### src/design/dcrc_map.svh
/*
  Constants of the display command and refresh controller: link timing,
  control codes, reset values and the host's register offsets.
  Assumes the includer runs on a 100 MHz core clock.
*/
`ifndef DCRC_MAP_SVH
`define DCRC_MAP_SVH

// Clock rate and time to cycles, rounded up
`define DCRC_CLK_MHZ        100
`define DCRC_CYC(ns)        ((((ns) * `DCRC_CLK_MHZ) + 999) / 1000)

// Link timing in ns
`define DCRC_LD_ON_NS       1000
`define DCRC_LD_OFF_NS      40000
`define DCRC_LD_CYCLE_NS    60000
`define DCRC_SCLK_HALF_NS   1000
`define DCRC_SDATA_HOLD_NS  400
`define DCRC_SCLK_TO_LD_NS  1000

// Control words
`define DCRC_PREFIX         8'h01
`define DCRC_DT16           8'h05
`define DCRC_DT32           8'h06
`define DCRC_DT64           8'h07
`define DCRC_MODE_NORM      8'h08
`define DCRC_MODE_BLANK     8'h09
`define DCRC_MODE_INV       8'h0a
`define DCRC_START          8'h0e
`define DCRC_DUTY_PAT       8'b01??????
`define DCRC_DIGITS_PAT     8'b100?????
`define DCRC_PTR_PAT        8'b110?????

// Slot lengths, off gap and duty offset
`define DCRC_SLOT16         7'h10
`define DCRC_SLOT32         7'h20
`define DCRC_SLOT64         7'h40
`define DCRC_OFF_CYC        7'h03
`define DCRC_DUTY_DROP      6'h02
`define DCRC_GRID_MAX       6'h20

// Reset values
`define DCRC_RST_DUTY       6'h00
`define DCRC_RST_DIGITS     5'h00
`define DCRC_RST_PTR        5'h00

// Host register offsets and bits
`define DCRC_REG_CTRL       8'h00
`define DCRC_REG_TXDATA     8'h04
`define DCRC_REG_STATUS     8'h08
`define DCRC_CTRL_PAR_BIT   0
`define DCRC_STAT_BUSY_BIT  0

`endif

### src/design/dcrc_pkg.sv
/*
  Types shared by both ends of the display controller link.
  Assumes dcrc_map.svh holds the numeric constants.
*/
package dcrc_pkg;

  typedef enum logic [2:0] {
    DCRC_NORMAL  = 3'b001,
    DCRC_BLANK   = 3'b010,
    DCRC_INVERSE = 3'b100
  } dcrc_mode_t;

  typedef enum logic [2:0] {
    DCRC_T16 = 3'b001,
    DCRC_T32 = 3'b010,
    DCRC_T64 = 3'b100
  } dcrc_slot_t;

  typedef enum logic [5:0] {
    DCRC_IDLE   = 6'b000001,
    DCRC_BIT_LO = 6'b000010,
    DCRC_BIT_HI = 6'b000100,
    DCRC_SETTLE = 6'b001000,
    DCRC_STROBE = 6'b010000,
    DCRC_REST   = 6'b100000
  } dcrc_hstate_t;

endpackage

### src/design/dcrc_if.sv
/*
  Link between the host processor end and the display controller end.
  Assumes both ends are in separate clock domains or sample with synchronisers.
*/
`timescale 1ns/1ps
interface dcrc_if;
  logic [7:0] data_lines;
  logic       load_strobe;

  modport host (output data_lines, output load_strobe);
  modport dev  (input  data_lines, input  load_strobe);
endinterface

### src/design/dcrc_device.sv
/*
  Display controller end: input mode detection, serial shifter, word
  interpreter, display buffer and grid refresh scanner.
  Assumes the link and the sync/master pins are asynchronous to core_clk.
*/
// Decided for this implementation: the register addresses and register access over APB.
// Functional notes
// - Upper data line change selects parallel mode
// - Parallel mode sticks until power-on reset
// - Host strobe: high 1us, low 40us, 60us
// - Serial bits MSB first, data and clock lines
// - Serial strobe latches last eight shifted bits
// - Host: 2us per bit, 60us per byte
// - Serial host keeps upper data lines low
// - Control word only right after prefix 01
// - Prefix then 01 stores 01 as data
// - Codes 05-07 set slot 16/32/64, default 64
// - Codes 08-0A select normal, blank, inverse
// - Halted until start code 0E
// - Only master starts; slaves start on sync
// - Codes 40-7F load six-bit duty register
// - On-time duty minus two, capped 13/29/61
// - Codes 80-9F load digit count, zero 32
// - Codes C0-DF load buffer pointer
// - Low seven bits pattern, top bit cursor
// - Blank or invert marked chars, cursor untouched
// - Pointer advances after each display word
// - Pointer equal to digit count wraps zero
// - Grids one at a time, cursor shares timing
// - Reset values for duty, pointer, digits, slot
`timescale 1ns/1ps
`include "dcrc_map.svh"
module dcrc_device (
  // Clock and reset
  input  wire logic        core_clk,
  input  wire logic        nrst,
  // Host link
  dcrc_if.dev              link,
  // Cascade pins
  input  wire logic        master_sel,
  input  wire logic        sync_input,
  output      logic        sync_output,
  // Display drive
  output      logic [19:0] grid_outputs,
  output      logic        cursor,
  output      logic [6:0]  char_code,
  output      logic        char_blank,
  output      logic        char_invert,
  output      logic        seg_enable,
  // Status
  output      logic        par_mode,
  output      logic        refresh_running
);

  ////////////////////////////////////////////////////////////////////////////
  // Input synchronisers
  logic [7:0]  d_s1;
  logic [7:0]  d_s2;
  logic        ld_s1;
  logic        ld_s2;
  logic        ld_q;
  logic        sclk_q;
  logic        sip_s1;
  logic        sip_s2;
  logic        sip_q;
  logic        ms_s1;
  logic        ms_s2;

  always_ff @(posedge core_clk) begin
    if (!nrst) begin
      d_s1   <= 8'h00;
      d_s2   <= 8'h00;
      ld_s1  <= 1'b0;
      ld_s2  <= 1'b0;
      ld_q   <= 1'b0;
      sclk_q <= 1'b0;
      sip_s1 <= 1'b0;
      sip_s2 <= 1'b0;
      sip_q  <= 1'b0;
      ms_s1  <= 1'b0;
      ms_s2  <= 1'b0;
    end else begin
      d_s1   <= link.data_lines;
      d_s2   <= d_s1;
      ld_s1  <= link.load_strobe;
      ld_s2  <= ld_s1;
      ld_q   <= ld_s2;
      sclk_q <= d_s2[1];
      sip_s1 <= sync_input;
      sip_s2 <= sip_s1;
      sip_q  <= sip_s2;
      ms_s1  <= master_sel;
      ms_s2  <= ms_s1;
    end
  end

  wire ld_rise   = ld_s2 & ~ld_q;
  wire sclk_rise = d_s2[1] & ~sclk_q;
  wire sip_rise  = sip_s2 & ~sip_q;

  ////////////////////////////////////////////////////////////////////////////
  // Input mode: first cycle after reset only primes the compare
  logic        primed;
  logic [5:0]  upper_q;

  always_ff @(posedge core_clk) begin
    if (!nrst) begin
      primed   <= 1'b0;
      upper_q  <= 6'h00;
      par_mode <= 1'b0;
    end else begin
      primed  <= 1'b1;
      upper_q <= d_s2[7:2];
      if (primed && (d_s2[7:2] != upper_q)) begin
        par_mode <= 1'b1;
      end
    end
  end

  ////////////////////////////////////////////////////////////////////////////
  // Serial shifter
  logic [7:0]  shift_reg;

  always_ff @(posedge core_clk) begin
    if (!nrst) begin
      shift_reg <= 8'h00;
    end else if (!par_mode && sclk_rise) begin
      shift_reg <= {shift_reg[6:0], d_s2[0]};
    end
  end

  // Data and strobe share the synchroniser depth, so no skew between them
  wire [7:0] word = par_mode ? d_s2 : shift_reg;

  ////////////////////////////////////////////////////////////////////////////
  // Word interpreter
  logic        prefix_seen;

  wire is_ctrl = ld_rise & prefix_seen & (word != `DCRC_PREFIX);
  wire is_data = ld_rise & (prefix_seen ? (word == `DCRC_PREFIX)
                                        : (word != `DCRC_PREFIX));

  always_ff @(posedge core_clk) begin
    if (!nrst) begin
      prefix_seen <= 1'b0;
    end else if (ld_rise) begin
      prefix_seen <= ~prefix_seen & (word == `DCRC_PREFIX);
    end
  end

  ////////////////////////////////////////////////////////////////////////////
  // Configuration registers
  dcrc_pkg::dcrc_slot_t slot_sel;
  dcrc_pkg::dcrc_mode_t mode;
  logic [5:0]  duty;
  logic [4:0]  digits;

  always_ff @(posedge core_clk) begin
    if (!nrst) begin
      slot_sel <= dcrc_pkg::DCRC_T64;
      mode     <= dcrc_pkg::DCRC_NORMAL;
      duty     <= `DCRC_RST_DUTY;
      digits   <= `DCRC_RST_DIGITS;
    end else if (is_ctrl) begin
      casez (word)
        `DCRC_DT16:       slot_sel <= dcrc_pkg::DCRC_T16;
        `DCRC_DT32:       slot_sel <= dcrc_pkg::DCRC_T32;
        `DCRC_DT64:       slot_sel <= dcrc_pkg::DCRC_T64;
        `DCRC_MODE_NORM:  mode     <= dcrc_pkg::DCRC_NORMAL;
        `DCRC_MODE_BLANK: mode     <= dcrc_pkg::DCRC_BLANK;
        `DCRC_MODE_INV:   mode     <= dcrc_pkg::DCRC_INVERSE;
        `DCRC_DUTY_PAT:   duty     <= word[5:0];
        `DCRC_DIGITS_PAT: digits   <= word[4:0];
        default: ;
      endcase
    end
  end

  wire [5:0] grid_count = (digits == 5'h00) ? `DCRC_GRID_MAX : {1'b0, digits};

  ////////////////////////////////////////////////////////////////////////////
  // Display buffer and pointer
  logic [7:0]  dbuf [32];
  logic [4:0]  ptr;

  wire [5:0] ptr_inc = {1'b0, ptr} + 6'h01;

  always_ff @(posedge core_clk) begin
    if (!nrst) begin
      ptr <= `DCRC_RST_PTR;
    end else if (is_data) begin
      ptr <= (ptr_inc == grid_count) ? 5'h00 : ptr_inc[4:0];
    end else if (is_ctrl && (word[7:5] == 3'b110)) begin
      ptr <= word[4:0];
    end
  end

  // Reset clears the buffer so the cursor never shows stale bits
  always_ff @(posedge core_clk) begin
    if (!nrst) begin
      for (int i = 0; i < 32; i++) begin
        dbuf[i] <= 8'h00;
      end
    end else if (is_data) begin
      dbuf[ptr] <= word;
    end
  end

  ////////////////////////////////////////////////////////////////////////////
  // Refresh start
  always_ff @(posedge core_clk) begin
    if (!nrst) begin
      refresh_running <= 1'b0;
    end else if (ms_s2 && is_ctrl && (word == `DCRC_START)) begin
      refresh_running <= 1'b1;
    end else if (!ms_s2 && sip_rise) begin
      refresh_running <= 1'b1;
    end
  end

  ////////////////////////////////////////////////////////////////////////////
  // Slot timing
  logic [6:0]  slot_len;
  logic [5:0]  slot_cnt;
  logic [4:0]  pos;

  always_comb begin
    case (slot_sel)
      dcrc_pkg::DCRC_T16: slot_len = `DCRC_SLOT16;
      dcrc_pkg::DCRC_T32: slot_len = `DCRC_SLOT32;
      default:            slot_len = `DCRC_SLOT64;
    endcase
  end

  wire [6:0] slot_last = slot_len - 7'h01;
  wire [6:0] on_cap    = slot_len - `DCRC_OFF_CYC;
  wire [5:0] duty_on   = (duty > `DCRC_DUTY_DROP) ? (duty - `DCRC_DUTY_DROP) : 6'h00;
  // Cap keeps three dark cycles between digits to stop ghosting
  wire [5:0] on_time   = ({1'b0, duty_on} > on_cap) ? on_cap[5:0] : duty_on;
  wire [5:0] pos_inc   = {1'b0, pos} + 6'h01;
  wire       window    = refresh_running & (slot_cnt < on_time);

  always_ff @(posedge core_clk) begin
    if (!nrst || !refresh_running) begin
      slot_cnt <= 6'h00;
      pos      <= 5'h00;
    end else if ({1'b0, slot_cnt} == slot_last) begin
      slot_cnt <= 6'h00;
      pos      <= (pos_inc == grid_count) ? 5'h00 : pos_inc[4:0];
    end else begin
      slot_cnt <= slot_cnt + 6'h01;
    end
  end

  ////////////////////////////////////////////////////////////////////////////
  // Drive outputs
  logic [19:0] next_grid;
  wire  [7:0]  cur_char = dbuf[pos];

  for (genvar g = 0; g < 20; g++) begin : g_grid
    assign next_grid[g] = window & (pos == 5'(g));
  end

  always_ff @(posedge core_clk) begin
    if (!nrst) begin
      grid_outputs <= 20'h00000;
      cursor       <= 1'b0;
      char_code    <= 7'h00;
      char_blank   <= 1'b0;
      char_invert  <= 1'b0;
      seg_enable   <= 1'b0;
      sync_output  <= 1'b0;
    end else begin
      grid_outputs <= next_grid;
      cursor       <= window & cur_char[7];
      char_code    <= cur_char[6:0];
      char_blank   <= (mode == dcrc_pkg::DCRC_BLANK) & cur_char[7];
      char_invert  <= (mode == dcrc_pkg::DCRC_INVERSE) & cur_char[7];
      seg_enable   <= window;
      // Slaves line up their first slot on this pulse
      sync_output  <= ms_s2 & refresh_running & (slot_cnt == 6'h00) & (pos == 5'h00);
    end
  end

endmodule // dcrc_device

### src/flat_wrapper.sv
// flat-port wrapper written by rule: the top's interface ports become plain ports
module dcrc_device_flat 
  (core_clk, nrst, master_sel, sync_input, sync_output, grid_outputs, cursor, char_code, char_blank, char_invert, seg_enable, par_mode, refresh_running, link_data_lines, link_load_strobe);
  dcrc_if link_i ();
  input  wire logic core_clk;
  input  wire logic nrst;
  input  wire logic master_sel;
  input  wire logic sync_input;
  output      logic sync_output;
  output      logic [19:0] grid_outputs;
  output      logic cursor;
  output      logic [6:0] char_code;
  output      logic char_blank;
  output      logic char_invert;
  output      logic seg_enable;
  output      logic par_mode;
  output      logic refresh_running;
  input wire logic [$bits(link_i.data_lines)-1:0] link_data_lines;
  input wire logic [$bits(link_i.load_strobe)-1:0] link_load_strobe;
  assign link_i.data_lines = link_data_lines;
  assign link_i.load_strobe = link_load_strobe;
  dcrc_device u_core (.core_clk(core_clk), .nrst(nrst), .link(link_i), .master_sel(master_sel), .sync_input(sync_input), .sync_output(sync_output), .grid_outputs(grid_outputs), .cursor(cursor), .char_code(char_code), .char_blank(char_blank), .char_invert(char_invert), .seg_enable(seg_enable), .par_mode(par_mode), .refresh_running(refresh_running));
endmodule
### config.mk
export PLATFORM = sky130hd
export DESIGN_NAME = dcrc_device_flat
export DESIGN_NICKNAME = d
export VERILOG_FILES = /design/src/design/dcrc_pkg.sv /design/src/design/dcrc_if.sv /design/src/design/dcrc_device.sv /design/src/flat_wrapper.sv
export VERILOG_INCLUDE_DIRS = /design/src /design/src/design
export SDC_FILE = /design/constraint.sdc
export NUM_CORES = 1
export LEC_CHECK = 0
export BUFFER_PORTS_ARGS = -buffer_cell sky130_fd_sc_hd__buf_2
export CORE_ASPECT_RATIO = 1.1
export CORE_MARGIN = 2
export CORE_UTILIZATION = 55
export DETAILED_ROUTE_END_ITERATION = 16
export GPL_TIMING_DRIVEN = 0
export PLACE_DENSITY = 0.82
export SLEW_MARGIN = 10
export SYNTH_ARGS = -nofsm -noshare
export SYNTH_HDL_FRONTEND = slang
export SYNTH_SLANG_ARGS = --single-unit
### constraint.sdc
create_clock -name core_clk -period 7.5 [get_ports core_clk]
set_input_delay 1.5 -clock core_clk [delete_from_list [all_inputs] [get_ports core_clk]]
set_output_delay 1.5 -clock core_clk [all_outputs]
set_load 0.02 [all_outputs]
==> metrics.md <==
| Metric | Value |
|---|---|
| Register-to-register setup slack | `3270 ps` |
| Pint | `3.38 mW` |
| Hold Crit Start | `u_core.d_s1[7]` |
| Critical Path RT | `7670 ps` |
| GRT Overall Usage | `24.4%` |
| GR Layer Usage met3 | `4.26%` |
| Slowest-stage cell, CP | `clkbuf_1` |
| Htree depth | `2` |
| Synth Instances | `1,280` |
| Clock Skews | `23.0 ps` |
| Clock root buffer | `clkbuf_16` |
| Worst skew pair latency | `540 ps` |
| Num rows | `65` |
| GR met2 Demand/Resource | `40.8%` |
| Global route overflow | `0` |
| Post-CTS sizing | `0` |
| Drt first-iter violations | `916` |
| Setup Crit Path Kind | `flip-flop to flip-flop` |
| Port bufs | `46` |
| # IOs | `47` |
| Post-synth ARST share | `0%` |
| Crit Path Max Fanout | `10` |
| Mapped Nets | `1,315` |
| Tcrit/Tclk final | `56.4%` |
| Most frequent cell after synthesis | `nor2_1` |
| Post-synthesis sequential area ratio | `61.6%` |
| Pleak | `6.44 nW` |
| FF-to-FF End | `u_core.dbuf[5][7]` |
| Hold-fix buffers, CTS | `0` |
| Hold WS | `431 ps` |
| Initial antenna violation count | `0` |
| Maximum vdd drop | `0.000195 V` |
| Pins Over Slew Limit | `0` |
| Worst path max stage delay | `530 ps` |
| Worst Hold Path Cells | `1` |
| Number of CTS-inserted buffers | `37` |
| Slew HR | `22.2%` |
| Top Registers | `u_core.dbuf: 256 flops, u_core.grid_outputs: 20 flops` |
| Setup TNS | `0 ps` |
| Final min period | `4230 ps` |
| # DRC | `1` |
| Core ar. | `0.0288 mm2` |
| Sequential share of power | `52.8%` |
| Warnings from Yosys | `0` |
| Worst EP arrival | `4390 ps` |
| Clock power share | `43.9%` |
| Post-DP HPWL | `25.7 mm` |
| DRT Wirelength | `36.9 mm` |
| Comb power frac | `3.3%` |
| Top post-synthesis cells by area | `edfxtp_1, dfxtp_1, mux4_2, nor2_1, nand2_1` |
| Max FFs per register | `256` |
| Gr busiest metal | `met2` |
| Hold Path Class | `flip-flop to flip-flop` |
| P_sw | `872 uW` |
| Max frequency | `237 MHz` |
| Synthesized area | `0.0162 mm2` |
| Status | `finished with violations` |
| # setup viols final | `0` |
| Fin. Hold Viols | `0` |
| RSZ-0062 raised after global routing | `no` |
| Pwr dens | `235 mW/mm2` |
| EDFF count, synth | `256` |
| DR vias/cell | `6.01` |
| Syn avg cell area | `12.6 um2` |
| Nets | `1,400` |
| R2R cell count | `12` |
| Gpl congestion | `0.925` |
| Top cell type's share of synthesized area | `47.6%` |
| Die width | `167 um` |
| MaxCap Viol Count | `0` |
| Clk buf depth | `3` |
| Share of layout cells above drive strength 1 | `14.8%` |
| Pin count of the biggest net entering global routing | `16` |
| Sw Ratio | `20.5%` |
| Ant. Diodes | `0` |
| Failing checks | `DRC` |
| Initial Util | `56.1%` |
| Global-route wire length before repair | `57.4 mm` |
| Pre-antenna DRT Iters | `11` |
| Worst path cell trace | `buf_2 > buf_4 > nor3_1 > a22oi_1 > nor2_1 > ha_1 > and4b_1 > clkbuf_1 > and2_1 > clkbuf_1 > nand2_1 > nand2_1` |
| Clock-pin slew on the worst setup and hold paths | `60 ps` |
| DIE AREA | `0.0308 mm2` |
| Flops & latches, synth | `369` |
| Avg WL per Cell | `20.9 um` |
| Top FF cell, synth | `edfxtp_1` |
| Die Ht | `184 um` |
| Worst Setup End Kind | `flip-flop` |
| Met1 usage | `31.4%` |
| Post-DRT Antenna Nets | `0` |
| Yosys cell types | `66` |
| Yosys top cell by area | `edfxtp_1` |
| Area Growth Syn to Fin | `12.0%` |
| Clock Sinks | `369` |
| WHS Endpoint | `u_core.d_s2[7]` |
| Startpoint Class | `flip-flop` |
| Crit Reg-Reg Startpoint | `u_core.par_mode` |
| Largest Register | `u_core.dbuf` |
| Post-synth top cells | `nor2_1, edfxtp_1, dfxtp_1, nand2_1, mux4_2` |
| Worst Tran Pin Value | `1130 ps` |
| Vias in the first global route | `10,500` |
| Setup bufs post-CTS | `0` |
| TritonCTS clock tree | `built` |
| Total number of vias | `10,600` |
[routing by layer]
layer / share of wire, % / up-vias
li1: - / 4776
met3: 9.0 / 115
met1: 38 / 5124
met2: 49 / 577
met4: 4.5 / 0
met5: 0 / -
[metrics by stage]
step / instance area, um2 / power (mW) / util [%] / setup slack (ps) / instances
after global placement: 16900 / 2.42 / 58.5 / 3380 / 1694
after CTS: 18100 / 4.26 / 62.9 / 3350 / 1761
final: 18100 / 4.25 / 62.9 / 3270 / 1761
after global routing: 18100 / 4.35 / 62.9 / 3010 / 1761
after detailed placement: 16900 / 2.43 / 58.5 / 3390 / 1694
after floorplan: 16200 / 2.37 / - / 4120 / 1280
[cell usage in the layout (no fill, tap or decap), drive strengths merged, types with 4 or more instances in the layout]
cell,n
dfxtp,113
nand4,9
nor2b,36
a21boi,4
nand2,111
and2,38
nor3,25
nor3b,11
nor4,5
inv,17
o211a,12
mux4,66
mux2i,36
edfxtp,256
a21oi,15
o21ai,7
nand3,13
a31oi,9
o211ai,4
xnor2,13
a211oi,12
clkinv,6
o22ai,4
buf,80
nor4b,4
a2111oi,7
and3,11
ha,22
xor2,14
clkbuf,108
nor2,280
a21o,4
[logic make-up after synthesis]
family,share of synthesized area (%)
DFF,61.6
AOI/OAI and AO/OA,4.37
xor gates and xnor gates,1.74
buffers and inverters,2.86
muxes,11.9
adders and majority gates,1.70
and+or+nand+nor,15.9
[critical path, delay by kind of cell, from the launching register on]
kind / cells / cell delay [ps]
adders and majority gates: 1 / 320
and+or+nand+nor: 6 / 1520
DFF: 1 / 310
buffers and inverters: 4 / 1310
AOI/OAI and AO/OA: 1 / 400
[worst max path at each step]
| stage | start | to | slack (ps) | depth (start not counted) |
|---|---|---|---|---|
| finish | u_core.par_mode | u_core.dbuf[5][7] | 3270 | 12 |
| global route | u_core.slot_sel[0] | u_core.cursor | 3010 | 13 |
| CTS | u_core.slot_sel[0] | u_core.cursor | 3350 | 13 |
| detailed placement | u_core.slot_sel[0] | u_core.cursor | 3390 | 13 |
| global placement | u_core.slot_sel[0] | u_core.cursor | 3380 | 13 |
| floorplan | u_core.slot_sel[0] | u_core.cursor | 4120 | 13 |
[power groups by stage]
stage | combinational, mW | sequential [mW] | clock, mW
CTS | 0.138 | 2.25 | 1.88
global route | 0.149 | 2.25 | 1.95
global placement | 0.133 | 2.29 | 0
detailed placement | 0.137 | 2.29 | 0
finish | 0.139 | 2.25 | 1.87
floorplan | 0.0893 | 2.28 | 0
[area by class of cell]
cell class                 count  area (um2)
buffer                        88         407
clock buffer                  54        1120
clock inverter                13         130
fill                        2160       10700
inverter                      15        56.3
multi-input combinational    808        5750
sequential                   369        9950
tap                          368         460
timing repair buffer          46         230
Power figures use the tool's default switching activity.
